$ cat src/motor_cfg_pkg.sv
// Register map, field layout and constants of the motor configuration block.
package motor_cfg_pkg;

    // ------------------------------------------------------------
    // Register byte offsets
    // ------------------------------------------------------------
    localparam logic [3:0] CFG_B_ADDR = 4'h0;
    localparam logic [3:0] IRQ_STAT_ADDR = 4'h4;
    localparam logic [3:0] IRQ_MASK_ADDR = 4'h8;
    localparam logic [3:0] CTRL_ADDR = 4'hC;

    // ------------------------------------------------------------
    // Reset values
    // ------------------------------------------------------------
    localparam logic [7:0] CFG_B_RESET = 8'h00;
    localparam logic [2:0] IRQ_RESET = 3'h0;

    // ------------------------------------------------------------
    // Field positions of motor_config_b
    // ------------------------------------------------------------
    localparam int VR_LSB = 6;
    localparam int POL_BIT = 5;
    localparam int HW_BIT = 4;
    localparam int SW_BIT = 3;
    localparam int PRE_BIT = 2;
    localparam int POST_LSB = 0;

    // ------------------------------------------------------------
    // Field positions of the control register
    // ------------------------------------------------------------
    localparam int SENSOR_BIT = 0;
    localparam int DIRECT_BIT = 1;
    localparam int SWDM_BIT = 2;
    localparam int PRE_ACT_BIT = 3;
    localparam int PHASE_BIT = 4;

    // ------------------------------------------------------------
    // Interrupt bits
    // ------------------------------------------------------------
    localparam int IRQ_W = 3;
    localparam int IRQ_COMM = 0;
    localparam int IRQ_DEMAG = 1;
    localparam int IRQ_ZC = 2;

    // ------------------------------------------------------------
    // Reference thresholds in millivolts: 200, 600, 1200, 2500
    // ------------------------------------------------------------
    localparam logic [11:0] VREF_MV_0 = 12'h0C8;
    localparam logic [11:0] VREF_MV_1 = 12'h258;
    localparam logic [11:0] VREF_MV_2 = 12'h4B0;
    localparam logic [11:0] VREF_MV_3 = 12'h9C4;

    typedef enum logic {PH_PRE, PH_POST} phase_type;

endpackage

$ cat src/motor_cfg_if.sv
// Configuration and event signals between the register block and the phase core.
`timescale 1ns/1ps
interface motor_cfg_if;
    logic [1:0] vref;
    logic zc_pol;
    logic hw_en;
    logic sw_en;
    logic pre_mode_load;
    logic sensor;
    logic direct;
    logic sw_demag_req;
    logic zc_evt;
    logic demag_end_evt;
    logic before_demag;
    logic pre_mode_active;

    modport ctrl (
        output vref, zc_pol, hw_en, sw_en, pre_mode_load, sensor, direct, sw_demag_req,
        input zc_evt, demag_end_evt, before_demag, pre_mode_active
    );
    modport core (
        input vref, zc_pol, hw_en, sw_en, pre_mode_load, sensor, direct, sw_demag_req,
        output zc_evt, demag_end_evt, before_demag, pre_mode_active
    );
endinterface

$ cat src/irq_sticky.sv
// Sticky interrupt status with write-one-to-clear, mask and level output.
`timescale 1ns/1ps
module irq_sticky
    import motor_cfg_pkg::*;
(
    // Clock and reset
    input wire logic core_clk,
    input wire logic rst_b,
    // Events and software access
    input wire logic [IRQ_W-1:0] evt,
    input wire logic clr_we,
    input wire logic mask_we,
    input wire logic [IRQ_W-1:0] wdata,
    input wire logic [IRQ_W-1:0] gate,
    // State and request
    output logic [IRQ_W-1:0] status_r,
    output logic [IRQ_W-1:0] mask_r,
    output logic irq_r
);

    // ------------------------------------------------------------
    // Per-bit status flags
    // ------------------------------------------------------------
    for (genvar i = 0; i < IRQ_W; i++) begin : g_bit
        // A new event in the clear cycle keeps the flag set.
        always_ff @(posedge core_clk or negedge rst_b) begin
            if (!rst_b) begin
                status_r[i] <= 1'h0;
            end else if (evt[i]) begin
                status_r[i] <= 1'h1;
            end else if (clr_we && wdata[i]) begin
                status_r[i] <= 1'h0;
            end
        end
    end

    always_ff @(posedge core_clk or negedge rst_b) begin
        if (!rst_b) begin
            mask_r <= IRQ_RESET;
        end else if (mask_we) begin
            mask_r <= wdata;
        end
    end

    always_ff @(posedge core_clk or negedge rst_b) begin
        if (!rst_b) begin
            irq_r <= 1'h0;
        end else begin
            irq_r <= |(status_r & mask_r & gate);
        end
    end

endmodule

$ cat src/demag_phase_core.sv
// Comparator edge detection, demagnetization phase tracking and mode preload.
`timescale 1ns/1ps
module demag_phase_core
    import motor_cfg_pkg::*;
(
    // Clock and reset
    input wire logic core_clk,
    input wire logic rst_b,
    // Motor side
    input wire logic cmp_raw,
    input wire logic commutate,
    // Configuration and events
    motor_cfg_if.core cfg
);

    logic cmp_s1_r;
    logic cmp_s2_r;
    logic cmp_d_r;
    logic rise;
    logic fall;
    logic zc_edge;
    logic demag_edge;
    logic demag_end;
    phase_type phase_r;
    logic zc_evt_r;
    logic demag_end_r;
    logic pre_active_r;

    // ------------------------------------------------------------
    // Comparator synchroniser and edges
    // ------------------------------------------------------------
    always_ff @(posedge core_clk or negedge rst_b) begin
        if (!rst_b) begin
            cmp_s1_r <= 1'h0;
            cmp_s2_r <= 1'h0;
            cmp_d_r <= 1'h0;
        end else begin
            cmp_s1_r <= cmp_raw;
            cmp_s2_r <= cmp_s1_r;
            cmp_d_r <= cmp_s2_r;
        end
    end

    assign rise = cmp_s2_r & ~cmp_d_r;
    assign fall = ~cmp_s2_r & cmp_d_r;
    assign zc_edge = cfg.zc_pol ? rise : fall;
    // Demagnetization ends on the opposite comparator edge.
    assign demag_edge = cfg.zc_pol ? fall : rise;
    assign demag_end = (phase_r == PH_PRE) && !commutate
        && ((cfg.hw_en && demag_edge) || (cfg.sw_en && cfg.sw_demag_req));

    // ------------------------------------------------------------
    // Step phase: commutation to demag end, then to next commutation
    // ------------------------------------------------------------
    // step phase tracking
    always_ff @(posedge core_clk or negedge rst_b) begin
        if (!rst_b) begin
            phase_r <= PH_POST;
        end else begin
            case (phase_r)
                PH_PRE: begin
                    if (demag_end) begin
                        phase_r <= PH_POST;
                    end
                end
                PH_POST: begin
                    if (commutate) begin
                        phase_r <= PH_PRE;
                    end
                end
                default: begin
                    phase_r <= PH_POST;
                end
            endcase
        end
    end

    always_ff @(posedge core_clk or negedge rst_b) begin
        if (!rst_b) begin
            zc_evt_r <= 1'h0;
            demag_end_r <= 1'h0;
        end else begin
            zc_evt_r <= (phase_r == PH_POST) && zc_edge;
            demag_end_r <= demag_end;
        end
    end

    // ------------------------------------------------------------
    // Preloaded pre-demag mode bit
    // ------------------------------------------------------------
    // preload transfer
    always_ff @(posedge core_clk or negedge rst_b) begin
        if (!rst_b) begin
            pre_active_r <= 1'h0;
        end else if (cfg.direct || commutate) begin
            pre_active_r <= cfg.pre_mode_load;
        end
    end

    assign cfg.zc_evt = zc_evt_r;
    assign cfg.demag_end_evt = demag_end_r;
    assign cfg.before_demag = (phase_r == PH_PRE) && !cfg.sensor;
    assign cfg.pre_mode_active = pre_active_r;
endmodule

$ cat src/motor_ctrl_cfg_b.sv
// Motor configuration register B with Avalon-MM slave, phase core and interrupts.
//
// Contract
// - Eight-bit configuration register is read/write and resets to all zeros.
// - Bits 7:6 select one of four comparator thresholds, 0.2V up to 2.5V.
// - Edge polarity bit 0 detects falling zero crossings, 1 detects rising.
// - Hardware demagnetization events occur only while their enable bit is set.
// - Software demagnetization events occur only while their enable bit is set.
// - Bits 2:0 configure how PWM is applied during each commutation step.
// - Top mode bit passes a preload stage; lower two mode bits apply directly.
// - Top bit rules before demag end; lower bits rule until next commutation.
// - Without direct phase access, preloaded values become active at commutation.
// - Demag-end interrupt mask works only when hardware or software demag enabled.
// - Sensor mode disables the top mode bit, leaving only after-demag behaviour; here pwm_before_demag is held low but the bit still loads.
//
// The Avalon-MM slave port and the register addresses were chosen for this implementation.
`timescale 1ns/1ps
module motor_ctrl_cfg_b
    import motor_cfg_pkg::*;
(
    // Clock and reset
    input wire logic core_clk,
    input wire logic rst_b,
    // Avalon-MM slave
    input wire logic [3:0] address,
    input wire logic read,
    input wire logic write,
    input wire logic [31:0] writedata,
    output logic [31:0] readdata,
    output logic waitrequest,
    // Motor side
    input wire logic cmp_raw,
    input wire logic commutate,
    // Configuration outputs
    output logic [1:0] ref_threshold_sel,
    output logic [11:0] ref_threshold_mv,
    output logic zc_edge_polarity,
    output logic pwm_before_demag,
    output logic pre_demag_pwm_mode,
    output logic [1:0] post_demag_pwm_mode,
    // Events and interrupt
    output logic zc_event,
    output logic demag_end_event,
    output logic irq
);

    logic [7:0] motor_config_b_r;
    logic sensor_mode_sel_r;
    logic direct_access_r;
    logic sw_demag_req_r;
    logic ack_r;
    logic [31:0] readdata_r;
    logic [31:0] rd_nxt;
    logic accept;
    logic wr_cfg;
    logic wr_ctrl;
    logic [IRQ_W-1:0] irq_evt;
    logic [IRQ_W-1:0] irq_gate;
    logic [IRQ_W-1:0] irq_status;
    logic [IRQ_W-1:0] irq_mask;
    logic irq_r;
    logic hw_demag_enable;
    logic sw_demag_enable;
    logic cfg_pre;
    logic [1:0] wd_post;

    motor_cfg_if cfg_if ();

    // ------------------------------------------------------------
    // Bus handshake
    // ------------------------------------------------------------
    // Every access is answered at the second edge after it is raised.
    always_ff @(posedge core_clk or negedge rst_b) begin
        if (!rst_b) begin
            ack_r <= 1'h0;
        end else begin
            ack_r <= (read || write) && !ack_r;
        end
    end

    assign waitrequest = (read || write) && !ack_r;
    assign accept = ack_r && (read || write);
    assign wr_cfg = accept && write && (address == CFG_B_ADDR);
    assign wr_ctrl = accept && write && (address == CTRL_ADDR);

    // ------------------------------------------------------------
    // Configuration register
    // ------------------------------------------------------------
    // full register store
    always_ff @(posedge core_clk or negedge rst_b) begin
        if (!rst_b) begin
            motor_config_b_r <= CFG_B_RESET;
        end else if (wr_cfg) begin
            motor_config_b_r <= writedata[7:0];
        end
    end

    // ------------------------------------------------------------
    // Control register
    // ------------------------------------------------------------
    always_ff @(posedge core_clk or negedge rst_b) begin
        if (!rst_b) begin
            sensor_mode_sel_r <= 1'h0;
            direct_access_r <= 1'h0;
        end else if (wr_ctrl) begin
            sensor_mode_sel_r <= writedata[SENSOR_BIT];
            direct_access_r <= writedata[DIRECT_BIT];
        end
    end

    // Writing a one to the trigger bit requests one software demag event.
    always_ff @(posedge core_clk or negedge rst_b) begin
        if (!rst_b) begin
            sw_demag_req_r <= 1'h0;
        end else begin
            sw_demag_req_r <= wr_ctrl && writedata[SWDM_BIT];
        end
    end

    // ------------------------------------------------------------
    // Read data
    // ------------------------------------------------------------
    always_comb begin
        rd_nxt = 32'h0000_0000;
        case (address)
            CFG_B_ADDR: begin
                rd_nxt[7:0] = motor_config_b_r;
            end
            IRQ_STAT_ADDR: begin
                rd_nxt[IRQ_W-1:0] = irq_status;
            end
            IRQ_MASK_ADDR: begin
                rd_nxt[IRQ_W-1:0] = irq_mask;
            end
            CTRL_ADDR: begin
                rd_nxt[SENSOR_BIT] = sensor_mode_sel_r;
                rd_nxt[DIRECT_BIT] = direct_access_r;
                rd_nxt[PRE_ACT_BIT] = cfg_if.pre_mode_active;
                rd_nxt[PHASE_BIT] = cfg_if.before_demag;
            end
            default: begin
                rd_nxt = 32'h0000_0000;
            end
        endcase
    end

    always_ff @(posedge core_clk or negedge rst_b) begin
        if (!rst_b) begin
            readdata_r <= 32'h0000_0000;
        end else if (read && !ack_r) begin
            readdata_r <= rd_nxt;
        end
    end

    assign readdata = readdata_r;

    // ------------------------------------------------------------
    // Field decode towards the phase core
    // ------------------------------------------------------------
    assign hw_demag_enable = motor_config_b_r[HW_BIT];
    assign sw_demag_enable = motor_config_b_r[SW_BIT];
    assign cfg_pre = motor_config_b_r[PRE_BIT];
    assign wd_post = writedata[POST_LSB+1:POST_LSB];

    assign cfg_if.vref = motor_config_b_r[VR_LSB+1:VR_LSB];
    assign cfg_if.zc_pol = motor_config_b_r[POL_BIT];
    assign cfg_if.hw_en = hw_demag_enable;
    assign cfg_if.sw_en = sw_demag_enable;
    assign cfg_if.pre_mode_load = cfg_pre;
    assign cfg_if.sensor = sensor_mode_sel_r;
    assign cfg_if.direct = direct_access_r;
    assign cfg_if.sw_demag_req = sw_demag_req_r;

    demag_phase_core u_core (
        .core_clk(core_clk),
        .rst_b(rst_b),
        .cmp_raw(cmp_raw),
        .commutate(commutate),
        .cfg(cfg_if.core)
    );

    // ------------------------------------------------------------
    // Threshold selection
    // ------------------------------------------------------------
    // threshold code map
    always_ff @(posedge core_clk or negedge rst_b) begin
        if (!rst_b) begin
            ref_threshold_mv <= VREF_MV_0;
        end else begin
            case (cfg_if.vref)
                2'h0: ref_threshold_mv <= VREF_MV_0;
                2'h1: ref_threshold_mv <= VREF_MV_1;
                2'h2: ref_threshold_mv <= VREF_MV_2;
                default: ref_threshold_mv <= VREF_MV_3;
            endcase
        end
    end

    assign ref_threshold_sel = cfg_if.vref;
    assign zc_edge_polarity = cfg_if.zc_pol;
    assign post_demag_pwm_mode = motor_config_b_r[POST_LSB+1:POST_LSB];
    assign pre_demag_pwm_mode = cfg_if.pre_mode_active;
    assign pwm_before_demag = cfg_if.before_demag;
    assign zc_event = cfg_if.zc_evt;
    assign demag_end_event = cfg_if.demag_end_evt;

    // ------------------------------------------------------------
    // Interrupts
    // ------------------------------------------------------------
    assign irq_evt[IRQ_COMM] = commutate;
    assign irq_evt[IRQ_DEMAG] = cfg_if.demag_end_evt;
    assign irq_evt[IRQ_ZC] = cfg_if.zc_evt;
    assign irq_gate[IRQ_COMM] = 1'h1;
    assign irq_gate[IRQ_DEMAG] = hw_demag_enable || sw_demag_enable;
    assign irq_gate[IRQ_ZC] = 1'h1;

    irq_sticky u_irq (
        .core_clk(core_clk),
        .rst_b(rst_b),
        .evt(irq_evt),
        .clr_we(accept && write && (address == IRQ_STAT_ADDR)),
        .mask_we(accept && write && (address == IRQ_MASK_ADDR)),
        .wdata(writedata[IRQ_W-1:0]),
        .gate(irq_gate),
        .status_r(irq_status),
        .mask_r(irq_mask),
        .irq_r(irq_r)
    );

    assign irq = irq_r;
endmodule

$ cat config.mk
export PLATFORM = sky130hd
export DESIGN_NAME = motor_ctrl_cfg_b
export DESIGN_NICKNAME = d
export VERILOG_FILES = /design/src/motor_cfg_pkg.sv /design/src/motor_cfg_if.sv /design/src/irq_sticky.sv /design/src/demag_phase_core.sv /design/src/motor_ctrl_cfg_b.sv
export SDC_FILE = /design/constraint.sdc
export NUM_CORES = 1
export LEC_CHECK = 0
export BUFFER_PORTS_ARGS = -buffer_cell sky130_fd_sc_hd__clkbuf_2
export CAP_MARGIN = 5
export CORE_AREA = 2 2 79 74
export CTS_BUF_LIST = sky130_fd_sc_hd__clkbuf_8 sky130_fd_sc_hd__clkbuf_16
export CTS_CLUSTER_SIZE = 20
export DETAILED_ROUTE_END_ITERATION = 6
export DIE_AREA = 0 0 81 76
export HOLD_SLACK_MARGIN = 0.03
export PLACE_DENSITY = 0.76
export SLEW_MARGIN = 30
export SYNTH_ARGS = -nofsm -noshare
export SYNTH_HDL_FRONTEND = slang
export SYNTH_SLANG_ARGS = --single-unit
$ cat constraint.sdc
create_clock -name core_clk -period 1.6 [get_ports core_clk]
set_input_delay 0.32 -clock core_clk [delete_from_list [all_inputs] [get_ports core_clk]]
set_output_delay 0.32 -clock core_clk [all_outputs]
set_load 0.005 [all_outputs]
Yosys cells after proc, flatten, opt, wreduce, memory -nomap -nowiden
Cells that the tools add are included.

word-level totals
  memory bits (read-only) = 0
  word-level logic and storage cells = 78
  memories = 0
  latch bits = 0
  bits in registers = 46
  output and inout port bits = 55
  RAM bits = 0

cells by class
  mux-type cells = 16
  bitwise operators = 7
  reduce and logical (&&, ||, !) cells = 31
  order comparisons = 0
  divide/modulo/power cells = 0
  $add $sub $neg = 0
  equal/unequal tests = 5
  shift-type cells = 0
  multiply operators = 0

operator list
  cell                                                                   count
  12-bit one-hot mux with 3 select lines                                 1
  1-bit logical AND                                                      18
  1-bit 2-to-1 mux                                                       10
  4-bit equality test, second input constant                             2
  2-bit one-hot mux with 4 select lines                                  1
  3-bit AND                                                              2
  2-bit nonzero test                                                     3
  4-bit by 3-bit equality test with 1-bit output, second input constant  1
  4-bit zero test                                                        1
  1-bit logical OR                                                       4
  2-bit one-hot mux with 2 select lines                                  1
  1-bit zero test                                                        3
  3-bit 2-to-1 mux                                                       1
  1-bit NOT                                                              3
  1-bit one-hot mux with 3 select lines                                  1
  3-bit OR reduction                                                     1
  1-bit AND                                                              2
  2-bit by 1-bit equality test with 1-bit output, second input constant  1
  2-bit equality test, second input constant                             1
  2-bit zero test                                                        1
  1-bit one-hot mux with 2 select lines                                  1

Logic depth before layout (Yosys ltp)
Gate-level depths: netlist of run 1.

  depth in word-level cells = 8
  mapped depth = 4

By module
Synthesis of run 1 repeated with hierarchy kept, for this count alone.

second synthesis, totals
  cell total of the unflattened synthesis = 161
  area total of the unflattened synthesis = 1956.9 um^2

modules (own cells, without submodules)
  module            times used  seq. area each (um^2)  area an instance (um^2)  cells an instance
  motor_ctrl_cfg_b  1           679.4                  1431.4                   122
  demag_phase_core  1           176.4                  262.8                    19
  irq_sticky        1           175.2                  262.8                    20

Least setup slack after synthesis of run 1
No wires, ideal clock.

  kind = input -> register
  start point = input port address[3]
  end point = register direct_access_r (netlist: cfg_if.direct)
  path slack = 0.234 ns
  path buffers = 1
  library setup time = 0.125 ns
  required time = 1.475 ns
  cell stages on the path = 4
  arrival time = 1.241 ns
  path through = buf_2 and2_0 and2_1 mux2_2

between the ends
  longest elaborated chain between the ends = 2

ends and longest elaborated chain
  element                 line                     RTL
  start: declaration      motor_ctrl_cfg_b.sv:25   input wire logic [3:0] address,
  4-bit equality test     motor_ctrl_cfg_b.sv:84   assign wr_ctrl = accept && write && (address == CTRL_ADDR);
  1-bit logical AND       motor_ctrl_cfg_b.sv:84
  end signal: assignment  motor_ctrl_cfg_b.sv:107  direct_access_r <= writedata[DIRECT_BIT];
  end: declaration        motor_ctrl_cfg_b.sv:49   logic direct_access_r;

No other way between the ends.
A chain may end at the register's enable or synchronous reset.

Worst setup path in the final report of run 1
  start point = register ack_r
  end point = register sensor_mode_sel_r (netlist: cfg_if.sensor)

between the ends
  longest elaborated chain between the ends = 3

ends and longest elaborated chain
  element                          line                     RTL
  start: declaration               motor_ctrl_cfg_b.sv:51   logic ack_r;
  start signal: assignment         motor_ctrl_cfg_b.sv:77   ack_r <= (read || write) && !ack_r;
  1-bit logical AND                motor_ctrl_cfg_b.sv:82   assign accept = ack_r && (read || write);
  1-bit logical AND (2 in series)  motor_ctrl_cfg_b.sv:84
  end signal: assignment           motor_ctrl_cfg_b.sv:106  sensor_mode_sel_r <= writedata[SENSOR_BIT];
  end: declaration                 motor_ctrl_cfg_b.sv:48   logic sensor_mode_sel_r;

No other way between the ends.

==> results of run 1 <==
==> worst register-to-register path: cells and delay by family (launching register included) <==
| family | cells | cell delay (ps) |
|---|---|---|
| muxes | 1 | 340 |
| and+or+nand+nor | 2 | 420 |
| DFF | 1 | 400 |
| buffers and inverters | 1 | 220 |
==> path summary, 6_finish.rpt <==
| kind | slack, ps | depth (start not counted) | to |
|---|---|---|---|
| setup / recovery | 100 | 4 | cfg_if.sensor |
| hold / removal | 80 | 2 | ack_r |
| setup reg to reg | 100 | 4 | cfg_if.sensor |
| hold reg to reg | 360 | 0 | u_core.cmp_s2_r |
| max in group asynchronous | 1140 | 2 | u_core.phase_r |
| min in group core_clk | 140 | 1 | u_core.cmp_s1_r |
==> layout make-up <==
cell class                 count  area [µm²]  area share
clock inverter                 3        46.3      0.0200
tap                           70        87.6      0.0378
inverter                       4        15.0     0.00648
sequential                    41        1030       0.445
clock buffer                   5        68.8      0.0297
multi-input combinational    105         792       0.342
timing repair buffer          52         275       0.119
==> metrics by stage <==
stage	total power (W)	std cells	setup TNS, ps	hold WS (ps)	util
2_1_floorplan	0.00169	182	0	24.4	-
3_3_place_gp	0.00187	272	0	334	0.406
3_5_place_dp	0.00190	272	-1.43	340	0.406
4_1_cts	0.00273	280	0	93.1	0.428
5_1_grt	0.00286	280	0	127	0.429
6_report	0.00269	280	0	84.5	0.429
==> flip-flops by register name, summed over array words and instances (netlist names), 3 cells and up <==
| name | cells |
|---|---|
| ref_threshold_mv | 7 |
| u_irq.mask_r | 3 |
| motor_config_b_r | 8 |
| u_irq.status_r | 3 |
| readdata | 8 |
==> synth_stat cells <==
cell type / count / area (µm²)
a211oi_1: 1 / 7.51
a21boi_0: 1 / 7.51
a21o_1: 3 / 22.5
a21oi_1: 2 / 10.0
a22o_1: 4 / 35.0
a22oi_1: 3 / 22.5
a32oi_1: 4 / 35.0
and2_0: 1 / 6.26
and2_1: 1 / 6.26
and3_1: 1 / 6.26
and3b_1: 1 / 8.76
buf_2: 1 / 5.00
buf_4: 30 / 225
clkbuf_1: 1 / 3.75
conb_1: 1 / 3.75
dfrtp_1: 37 / 926
dfstp_2: 4 / 105
ha_1: 6 / 75.1
inv_1: 4 / 15.0
mux2_2: 5 / 56.3
mux2_4: 11 / 165
mux2i_1: 1 / 10.0
nand2_1: 5 / 18.8
nand2_4: 1 / 11.3
nand2b_1: 1 / 6.26
nand3_1: 3 / 15.0
nand3b_1: 1 / 7.51
nand3b_4: 1 / 20.0
nor2_1: 7 / 26.3
nor2b_1: 1 / 6.26
nor3_1: 1 / 5.00
nor3_2: 1 / 10.0
nor3b_1: 1 / 7.51
nor4b_1: 1 / 8.76
nor4bb_1: 1 / 10.0
o211ai_1: 1 / 7.51
o21ai_0: 5 / 25.0
o2bb2ai_1: 1 / 8.76
or2_2: 1 / 6.26
or4b_4: 1 / 13.8
==> metal layers <==
layer  part of all wire  vias to the layer above
met5                  0                        -
met4              0.019                        0
met3              0.072                        6
met2               0.49                       51
met1               0.42                      659
li1                   -                      606
==> cells by family (layout without fill, tap and decap cells) <==
family / count (synthesis) / after routing
DFF: 41 / 41
buffers and inverters: 36 / 64
and+or+nand+nor: 31 / 31
AOI/OAI and AO/OA: 25 / 25
muxes: 17 / 17
adders and majority gates: 6 / 6
other: 1 / 26
==> power breakdown <==
group,total (W),switching (W),internal [W]
combinational,0.000495,0.000217,0.000277
sequential,0.00137,0.000148,0.00122
clock,0.000827,0.000361,0.000467
==> tab_implementation.tex, run 1 <==
\begin{tabular}{lr}
\hline
Metric & Value \\
\hline
\multicolumn{2}{l}{\textbf{Outcome}} \\
Outcome & finished, final reports clean \\
\multicolumn{2}{l}{\textbf{Pwr}} \\
Power density normalized to cell area & about 1200 nW/µm² \\
Leakage power summed over all cells & between 1 and 1.5 nW \\
VDD IR max & slightly above 0.0006 V \\
\multicolumn{2}{l}{\textbf{Route}} \\
Number of antenna-violating nets in the routed design & 0 \\
Vias after detailed routing & around 1300 \\
Violation count after the first detailed-route iteration & around 120 \\
Detailed Route WL & $\sim$3800 µm \\
Detailed-router iteration count before antenna repair & 4 \\
Post-DR vias/cell & approximately 4.7 \\
Drc violations & 0 \\
Routed wire per std cell & 13.4 µm \\
\multicolumn{2}{l}{\textbf{Timing}} \\
Final count of negative-setup-slack endpoints & 0 \\
Final count of hold timing violations & 0 \\
RSZ-0062 raised after global routing & false \\
Post-route clock skew & just under 10 ps \\
Setup ws final & 99.4 ps \\
Pins over their slew limit & 0 \\
Min cycle time layout & between 1500 and 2000 ps \\
Maximum clock rate & 666 MHz \\
Transition at the pin with the smallest max-transition slack & about 530 ps \\
Slew margin rel. & 0.649 \\
Share of the cycle needed by the critical path after routing & 0.938 \\
\multicolumn{2}{l}{\textbf{Finish}} \\
Most common cell after layout, fill and taps aside & clkbuf\_2 \\
Area of all placed cells without fillers & 2320 µm² \\
Top library cells by usage in the layout, fill and taps aside & 46 x clkbuf\_2, 37 x dfrtp\_1, 26 x conb\_1 \\
Share of layout cells above drive strength 1 & 0.410 \\
Number of filler cells placed in the layout & 515 \\
Post-synthesis to final-layout area growth & 17.4\% \\
N\_diodes & 0 \\
Total Nets Final & 257 \\
\multicolumn{2}{l}{\textbf{Placed design}} \\
Placed cell area & 2190 µm² \\
Pre-CTS setup slack & -1.43 ps \\
Count of input and output buffers & 46 \\
HPWL after detailed placement & 2860 µm \\
Gp weighted congestion & 0.795 \\
\multicolumn{2}{l}{\textbf{Global route}} \\
Largest net degree at the start of global routing & 42 \\
Antenna violations before repair & 0 \\
Vias in the first global route & roughly 1200 \\
Met3 track demand over resource & 0.0509 \\
Most used routing layer in global routing & met2 \\
Gr usage total & 0.131 \\
Met1 layer usage reported by global route & 0.171 \\
Met2 GRT Util & 0.198 \\
Wire length of the first global-routing pass & 6120 µm \\
Total congestion overflow after global routing & 0 \\
\multicolumn{2}{l}{\textbf{Yosys}} \\
Cell count after synthesis & 157 \\
Dominant combinational cell family by area after synthesis & buffers and inverters \\
Mean instance size in the synthesized netlist & between 10 and 15 µm² \\
Number of warnings issued by yosys & 0 \\
Post-synthesis instance area & 1970 µm² \\
Post-synthesis simple-gate area fraction & 0.102 \\
Share of synthesized area spent on multiplexers & 0.117 \\
Library cells used by synthesis & 40 \\
Share of the synthesized area in compound gates (AO/OA/AOI/OAI) & 0.0920 \\
Adder and majority gate portion of the synthesized area & 0.0381 \\
Sequential element share of the synthesized area & 0.523 \\
Xor and xnor fraction of the mapped netlist area & 0 \\
Number of synthesized register bits & 41 \\
\multicolumn{2}{l}{\textbf{Clock network}} \\
Post-CTS Hold Fix Bufs & 0 \\
Root Buffer Master & clkbuf\_8 \\
Clk\_lat worst skew & 290 ps \\
Clock tree from TritonCTS & built \\
Clk buf depth & 2 \\
Inserted Clock Buffers & 5 \\
Deepest level of the CTS H-tree & 2 \\
Count of instances resized after the clock tree is built & 0 \\
Number of sinks on the clock net & 41 \\
Reg clk slew, reported paths & 80 ps \\
Post-CTS setup buffer count & 0 \\
\multicolumn{2}{l}{\textbf{Floorplan}} \\
Die Span X & 81 µm \\
Count of boundary I/O pins & 97 \\
Number of cell rows & 26 \\
Placeable Area & 5400 µm² \\
Vertical die dimension & around 76 µm \\
Die area & 6160 µm² \\
Initial core utilization & 0.365 \\
\multicolumn{2}{l}{\textbf{Worst setup path}} \\
Setup Crit Path Kind & reg -> reg \\
Largest incremental delay on the critical path & 400 ps \\
Data arrival at the endpoint of the critical path & 1670 ps \\
Cell family contributing the most delay on the critical path & simple AND/OR/NAND/NOR gates \\
Critical path launch point & ack\_r \\
List of cells traversed by the critical path & nor4bb\_2 > buf\_4 > and2\_1 > mux2\_2 \\
Standard cell with the maximum stage delay on the critical path & dfrtp\_1 \\
Required time of the critical path & 1770 ps \\
Startpoint type of the worst setup path & register \\
Buf/Inv on CP & 1 \\
Reg-to-Reg Start & ack\_r \\
Nature of the critical path endpoint & register \\
Maximum fanout along the worst path & 7 \\
\multicolumn{2}{l}{\textbf{Run}} \\
Number of max-cap violations & 0 \\
\multicolumn{2}{l}{\textbf{Hold path}} \\
Classification of the worst-slack hold path & in -> async \\
\hline
\end{tabular}
Note: power is estimated with default switching activity, not from simulation.
==> run 2: changes to the inputs <==
--- a/config.mk
+++ b/config.mk
@@ -5,6 +5,7 @@
 export SDC_FILE = /design/constraint.sdc
 export NUM_CORES = 1
 export LEC_CHECK = 0
+export ABC_AREA = 1
 export BUFFER_PORTS_ARGS = -buffer_cell sky130_fd_sc_hd__clkbuf_2
 export CAP_MARGIN = 5
 export CORE_AREA = 2 2 79 74
==> tab_implementation.tex, run 2 <==
\begin{tabular}{lr}
\hline
Metric & Value \\
\hline
\multicolumn{2}{l}{\textbf{Clock network}} \\
Root Buffer Master & clkbuf\_8 (unchanged) \\
Reg clk slew, reported paths & 70 ps (was 80 ps) \\
Clk buf depth & 2 (unchanged) \\
Clk\_lat worst skew & 290 ps (about the same) \\
Deepest level of the CTS H-tree & 2 (unchanged) \\
Inserted Clock Buffers & 5 (unchanged) \\
Number of sinks on the clock net & 41 (unchanged) \\
Clock tree from TritonCTS & built (unchanged) \\
Count of instances resized after the clock tree is built & 0 (unchanged) \\
\multicolumn{2}{l}{\textbf{Finish}} \\
Most common cell after layout, fill and taps aside & nand2\_1 (was clkbuf\_2) \\
Share of layout cells above drive strength 1 & 0.275 (was 0.410) \\
Total Nets Final & 312 (was 257) \\
Top library cells by usage in the layout, fill and taps aside & 51 x nand2\_1, 46 x clkbuf\_2, 37 x dfrtp\_1 (was 46 x clkbuf\_2, 37 x dfrtp\_1, 26 x conb\_1) \\
Post-synthesis to final-layout area growth & 17.1\% (was 17.4\%) \\
N\_diodes & 0 (unchanged) \\
\multicolumn{2}{l}{\textbf{Worst setup path}} \\
Data arrival at the endpoint of the critical path & 1020 ps (was 1670 ps) \\
Nature of the critical path endpoint & primary output (was register) \\
Maximum fanout along the worst path & 3 (was 7) \\
Reg-to-Reg Start & ack\_r (unchanged) \\
Largest incremental delay on the critical path & 550 ps (was 400 ps) \\
List of cells traversed by the critical path & nor2\_1 > clkbuf\_2 (was nor4bb\_2 > buf\_4 > and2\_1 > mux2\_2) \\
Critical path launch point & u\_core.phase\_r (was ack\_r) \\
Setup Crit Path Kind & reg -> out (was reg -> reg) \\
Required time of the critical path & 1280 ps (was 1770 ps) \\
Capture instance of the worst register-to-register path & motor\_config\_b\_r[6] (was cfg\_if.sensor) \\
End point of the critical path & pwm\_before\_demag (was cfg\_if.sensor) \\
Minimum setup slack among reg-to-reg paths & 450 ps (was 100 ps) \\
Worst-case reg-to-reg path depth & 5 (was 4) \\
Standard cell with the maximum stage delay on the critical path & dfstp\_2 (was dfrtp\_1) \\
Startpoint type of the worst setup path & register (unchanged) \\
\multicolumn{2}{l}{\textbf{Pwr}} \\
Power density normalized to cell area & 1180 nW/µm² (was 1160 nW/µm²) \\
VDD IR max & 0.000415 V (was 0.000609 V) \\
Leakage power summed over all cells & 1.28 nW (was 1.22 nW) \\
Total design power & 0.00272 W (was 0.00269 W) \\
\multicolumn{2}{l}{\textbf{Outcome}} \\
Outcome & finished, final reports clean (unchanged) \\
\multicolumn{2}{l}{\textbf{Timing}} \\
RSZ-0062 raised after global routing & false (unchanged) \\
Min cycle time layout & 1340 ps (was 1500 ps) \\
Post-route clock skew & 9.54 ps (was 9.85 ps) \\
Final count of negative-setup-slack endpoints & 0 (unchanged) \\
Final count of hold timing violations & 0 (unchanged) \\
Worst hold-check slack & 140 ps (was 84.5 ps) \\
Pins over their slew limit & 0 (unchanged) \\
Maximum clock rate & 748 MHz (was 666 MHz) \\
Share of the cycle needed by the critical path after routing & 0.836 (was 0.938) \\
Final sum of negative setup slack & 0 ps (unchanged) \\
\multicolumn{2}{l}{\textbf{Run}} \\
Number of max-cap violations & 0 (unchanged) \\
\multicolumn{2}{l}{\textbf{Route}} \\
Drc violations & 0 (unchanged) \\
Detailed-router iteration count before antenna repair & 4 (unchanged) \\
Violation count after the first detailed-route iteration & 66 (was 115) \\
Routed wire per std cell & 11.2 µm (was 13.4 µm) \\
Number of antenna-violating nets in the routed design & 0 (unchanged) \\
Detailed Route WL & 3770 µm (was 3760 µm) \\
Vias after detailed routing & 1446 (was 1322) \\
Post-DR vias/cell & 4.32 (was 4.72) \\
\multicolumn{2}{l}{\textbf{Floorplan}} \\
Initial core utilization & 0.364 (was 0.365) \\
Die Span X & 81 µm (unchanged) \\
Number of cell rows & 26 (unchanged) \\
Count of boundary I/O pins & 97 (unchanged) \\
Die area & 6160 µm² (unchanged) \\
Placeable Area & 5400 µm² (unchanged) \\
Vertical die dimension & 76 µm (unchanged) \\
\multicolumn{2}{l}{\textbf{Yosys}} \\
Post-synthesis instance area & 1970 µm² (about the same) \\
Number of warnings issued by yosys & 0 (unchanged) \\
Cell types occupying the most area after synthesis & dfrtp\_1 47\%, buf\_4 11\%, nand2\_1 9.7\%, dfstp\_2 5.3\%, nand3\_1 4.1\% (was dfrtp\_1 47\%, buf\_4 11\%, mux2\_4 8.4\%, dfstp\_2 5.3\%, ha\_1 3.8\%) \\
Most numerous cell in the Yosys netlist & nand2\_1 (was dfrtp\_1) \\
Mean instance size in the synthesized netlist & 9.23 µm² (was 12.6 µm²) \\
Post-synth ARST share & 1.00 (unchanged) \\
Number of enable flip-flop cells after synthesis & 0 (unchanged) \\
Most common library cells after synthesis & 51 x nand2\_1, 37 x dfrtp\_1, 30 x buf\_4 (was 37 x dfrtp\_1, 30 x buf\_4, 11 x mux2\_4) \\
Library cells used by synthesis & 24 (was 40) \\
Most frequently used flop master after synthesis & dfrtp\_1 (unchanged) \\
Sequential element share of the synthesized area & 0.524 (was 0.523) \\
Yosys top cell by area & dfrtp\_1 (unchanged) \\
Number of synthesized register bits & 41 (unchanged) \\
Cell count after synthesis & 213 (was 157) \\
Fraction of post-synthesis cell area in the top cell type by area & 0.471 (was 0.470) \\
\multicolumn{2}{l}{\textbf{Global route}} \\
Largest net degree at the start of global routing & 25 (was 42) \\
Gr usage total & 0.133 (was 0.131) \\
Antenna violations before repair & 0 (unchanged) \\
Wire length of the first global-routing pass & 6320 µm (was 6120 µm) \\
Total congestion overflow after global routing & 0 (unchanged) \\
Vias in the first global route & 1352 (was 1234) \\
\multicolumn{2}{l}{\textbf{Placed design}} \\
Gp weighted congestion & 0.933 (was 0.795) \\
HPWL after detailed placement & 3020 µm (was 2860 µm) \\
Count of input and output buffers & 46 (unchanged) \\
\multicolumn{2}{l}{\textbf{Hold path}} \\
Hold\_sp & cmp\_raw \\
Classification of the worst-slack hold path & in -> reg (was in -> async) \\
\hline
\end{tabular}
-- run 2: cell types whose count changed after synthesis, moves of 5 or more --
cell / delta
nand2_1: +46
inv_1: +16
nand3_1: +13
mux2_4: -11
nor2_1: +9
o21ai_0: +5
-- run 2: metal layers --
layer / up-vias / share of wire / routed length, µm / global-route usage
li1: 719 / - / - / -
met1: 666 / 0.43 / 1640 / 0.174
met2: 52 / 0.46 / 1750 / 0.198
met3: 9 / 0.081 / 304 / 0.0450
met4: 0 / 0.020 / 76 / 0.0576
met5: - / 0 / 0 / 0
-- run 2: how the worst min path moves through the flow --
stage	end	slack [ps]	cells past startpoint
after floorplan	ack_r	20	0
after global placement	ref_threshold_mv[4]	290	1
after detailed placement	ref_threshold_mv[4]	310	1
after CTS	u_core.cmp_s1_r	130	1
after global routing	u_core.cmp_s1_r	120	1
final	u_core.cmp_s1_r	140	1
-- run 2: repair_timing --
item | in CTS | in global routing
setup buffers | 0 | 0
hold buffers | 1 | 0
hold endpoints to repair | 14 | 0
-- run 2: area by class of cell --
| class | count | area [µm²] |
|---|---|---|
| Fill cell | 549 | 3100 |
| Sequential cell | 41 | 1030 |
| Multi-Input combinational cell | 145 | 714 |
| Timing Repair Buffer | 50 | 275 |
| Tap cell | 70 | 87.6 |
| Clock buffer | 6 | 82.6 |
| Inverter | 21 | 78.8 |
| Clock inverter | 2 | 33.8 |
-- run 2: cells by family (layout without fill, tap and decap cells) --
logic type	Yosys count	count (layout)	synth area share
compound gates	24	24	0.0783
mux	1	1	0.00572
other cells	1	26	0.00191
buf+inv	52	79	0.160
fa+ha+maj	6	6	0.0382
simple gates	88	88	0.191
flops	41	41	0.524
-- run 2: per-stage QoR --
step | area, µm² | instances | utilization | setup slack [ps]
final | 2300 | 335 | 0.427 | 263
after global routing | 2300 | 335 | 0.427 | 179
after CTS | 2300 | 335 | 0.427 | 245
after detailed placement | 2180 | 326 | 0.403 | 226
after global placement | 2180 | 326 | 0.403 | 272
after floorplan | 2060 | 238 | - | 489
-- run 2: worst max-delay path: cells and delay by family, from the launching register on --
| family | cells | cell delay, ps |
|---|---|---|
| flops | 1 | 550 |
| simple gates | 1 | 70 |
| buf+inv | 1 | 120 |
-- run 2: where the power goes --
group	switching (W)	internal, W	total (W)
logic	0.000268	0.000232	0.000500
clock network	0.000339	0.000502	0.000841
registers	0.000142	0.00124	0.00138
total	0.000749	0.00197	0.00272
==> run 3: changes to the inputs <==
--- a/config.mk
+++ b/config.mk
@@ -14,7 +14,7 @@
 export DETAILED_ROUTE_END_ITERATION = 6
 export DIE_AREA = 0 0 81 76
 export HOLD_SLACK_MARGIN = 0.03
-export PLACE_DENSITY = 0.76
+export PLACE_DENSITY = 0.78
 export SLEW_MARGIN = 30
 export SYNTH_ARGS = -nofsm -noshare
 export SYNTH_HDL_FRONTEND = slang
==> constraint.sdc (replaced) <==
create_clock -name core_clk -period 1.13 [get_ports core_clk]
set_input_delay 0.226 -clock core_clk [delete_from_list [all_inputs] [get_ports core_clk]]
set_output_delay 0.226 -clock core_clk [all_outputs]
set_load 0.005 [all_outputs]
==> tab_implementation.tex, run 3 (synthesized netlist as in run 2, its figures left out) <==
\begin{tabular}{lr}
\hline
Metric & Value \\
\hline
\multicolumn{2}{l}{\textbf{Timing}} \\
Final count of hold timing violations & 0 (unchanged) \\
Min cycle time layout & 1230 ps \\
Post-route clock skew & 6.91 ps (was 9.54 ps) \\
Final count of negative-setup-slack endpoints & 5 (was 0) \\
Setup ws final & -104 ps (was 263 ps) \\
Worst hold-check slack & 76.5 ps (was 140 ps) \\
RSZ-0062 raised after global routing & true (was false) \\
Pins over their slew limit & 0 (unchanged) \\
Share of the cycle needed by the critical path after routing & 1.09 \\
Maximum clock rate & 810 MHz \\
\multicolumn{2}{l}{\textbf{Finish}} \\
Post-synthesis to final-layout area growth & 23.1\% (was 17.1\%) \\
N\_diodes & 0 (unchanged) \\
Top library cells by usage in the layout, fill and taps aside & 49 x nand2\_1, 46 x clkbuf\_2, 36 x dfrtp\_1 (was 51 x nand2\_1, 46 x clkbuf\_2, 37 x dfrtp\_1) \\
Share of layout cells above drive strength 1 & 0.335 (was 0.275) \\
Multi-input logic area & 751 µm² (was 714 µm²) \\
Seq. cell area & 1030 µm² (about the same) \\
Most common cell after layout, fill and taps aside & nand2\_1 (unchanged) \\
Final core utilization & 0.448 (was 0.427) \\
Number of filler cells placed in the layout & 540 (was 549) \\
Total Nets Final & 322 (was 312) \\
\multicolumn{2}{l}{\textbf{Clock network}} \\
Clock tree from TritonCTS & built (unchanged) \\
Clk buf depth & 2 (unchanged) \\
Clk\_lat worst skew & 300 ps (was 290 ps) \\
Reg clk slew, reported paths & 80 ps (was 70 ps) \\
Number of sinks on the clock net & 41 (unchanged) \\
Root Buffer Master & clkbuf\_8 (unchanged) \\
Inserted Clock Buffers & 5 (unchanged) \\
Deepest level of the CTS H-tree & 2 (unchanged) \\
\multicolumn{2}{l}{\textbf{Route}} \\
Detailed-router iteration count before antenna repair & 4 (unchanged) \\
Drc violations & 0 (unchanged) \\
Vias after detailed routing & 1484 (was 1446) \\
Post-DR vias/cell & 4.30 (was 4.32) \\
Routed wire per std cell & 11.8 µm (was 11.2 µm) \\
Detailed Route WL & 4090 µm (was 3770 µm) \\
Number of antenna-violating nets in the routed design & 0 (unchanged) \\
Violation count after the first detailed-route iteration & 73 (was 66) \\
\multicolumn{2}{l}{\textbf{Global route}} \\
Largest net degree at the start of global routing & 42 (was 25) \\
Gr usage total & 0.140 (was 0.133) \\
Antenna violations before repair & 0 (unchanged) \\
Wire length of the first global-routing pass & 6560 µm (was 6320 µm) \\
Total congestion overflow after global routing & 0 (unchanged) \\
Vias in the first global route & 1374 (was 1352) \\
\multicolumn{2}{l}{\textbf{Pwr}} \\
VDD IR max & 0.000637 V (was 0.000415 V) \\
Leakage power summed over all cells & 1.31 nW (was 1.28 nW) \\
Power density normalized to cell area & 1640 nW/µm² (was 1180 nW/µm²) \\
\multicolumn{2}{l}{\textbf{Floorplan}} \\
Die area & 6160 µm² (unchanged) \\
Count of boundary I/O pins & 97 (unchanged) \\
Initial core utilization & 0.364 (unchanged) \\
Die Span X & 81 µm (unchanged) \\
Vertical die dimension & 76 µm (unchanged) \\
Placeable Area & 5400 µm² (unchanged) \\
Number of cell rows & 26 (unchanged) \\
\multicolumn{2}{l}{\textbf{Hold path}} \\
Classification of the worst-slack hold path & in -> reg (unchanged) \\
\multicolumn{2}{l}{\textbf{Worst setup path}} \\
Nature of the critical path endpoint & primary output (unchanged) \\
Maximum fanout along the worst path & 2 (was 3) \\
Required time of the critical path & 900 ps (was 1280 ps) \\
Data arrival at the endpoint of the critical path & 1010 ps (was 1020 ps) \\
Setup Crit Path Kind & reg -> out (unchanged) \\
Startpoint type of the worst setup path & register (unchanged) \\
\multicolumn{2}{l}{\textbf{Outcome}} \\
Outcome & complete, but fails checks (was finished, final reports clean) \\
Failing checks & negative setup slack \\
\multicolumn{2}{l}{\textbf{Placed design}} \\
HPWL after detailed placement & 3070 µm (was 3020 µm) \\
Count of input and output buffers & 46 (unchanged) \\
Gp weighted congestion & 0.894 (was 0.933) \\
\multicolumn{2}{l}{\textbf{Run}} \\
Number of max-cap violations & 0 (unchanged) \\
\hline
\end{tabular}
==> run 3: changes by cell type in the layout (fill, tap and decap cells not counted), moves of 2 or more <==
cell,change
nand2_1,-2
nor2_1,-6
nand2_2,+2
buf_4,+9
nor2_2,+6
==> run 3: path summary, 6_finish.rpt <==
path                       depth (start not counted)  slack (ps)             endpoint       startpoint
min in group asynchronous                          3         440  motor_config_b_r[2]            rst_b
max                                                2        -100     pwm_before_demag   u_core.phase_r
min                                                2          80       u_core.phase_r        commutate
min reg2reg                                        0         350      u_core.cmp_s2_r  u_core.cmp_s1_r
max in group asynchronous                          3         430  ref_threshold_mv[7]            rst_b
max reg2reg                                        6          20  motor_config_b_r[4]            ack_r
==> run 3: where the power goes <==
part | total, W | internal (W) | switching [W]
Sequential | 0.00197 | 0.00176 | 0.000214
Clock | 0.00122 | 0.000711 | 0.000511
Combinational | 0.000779 | 0.000373 | 0.000406
==> run 3: area by class of cell <==
class	count	area share
multi-input combinational	145	0.310
timing repair buffer	60	0.146
inverter	21	0.0336
clock buffer	6	0.0341
tap	70	0.0362
clock inverter	2	0.0140
sequential	41	0.426
==> run 3: per-layer routing <==
metal,GRT usage,vias to the layer above,routed length (µm)
met4,0.0610,0,89
met1,0.186,687,1820
met2,0.212,51,1930
met3,0.0415,9,247
met5,0,-,0
li1,-,737,-
==> run 3: timing repair <==
action | in CTS | in global routing
setup endpoints to repair | 7 | 22
hold buffers | 2 | 0
buffers inserted | 1 | 1
endpoints found under the hold margin | 38 | 0
resized for setup | 2 | 11
pin swaps | 1 | 1
==> run 3: stage by stage <==
step | setup TNS [ps] | power [W] | instances | cell area [µm²] | worst slack [ps]
2_1_floorplan | 0 | 0.00240 | 238 | 2060 | 24.9
3_3_place_gp | 0 | 0.00272 | 334 | 2240 | 0.510
3_5_place_dp | -147 | 0.00276 | 334 | 2240 | -60.6
4_1_cts | -225 | 0.00398 | 344 | 2380 | -108
5_1_grt | -458 | 0.00418 | 345 | 2420 | -147
6_report | -178 | 0.00397 | 345 | 2420 | -104
==> run 3: worst max-delay path: stages (launching register included) <==
cell      delay [ps]
dfstp_2          550
nor2_2            50
clkbuf_2         110
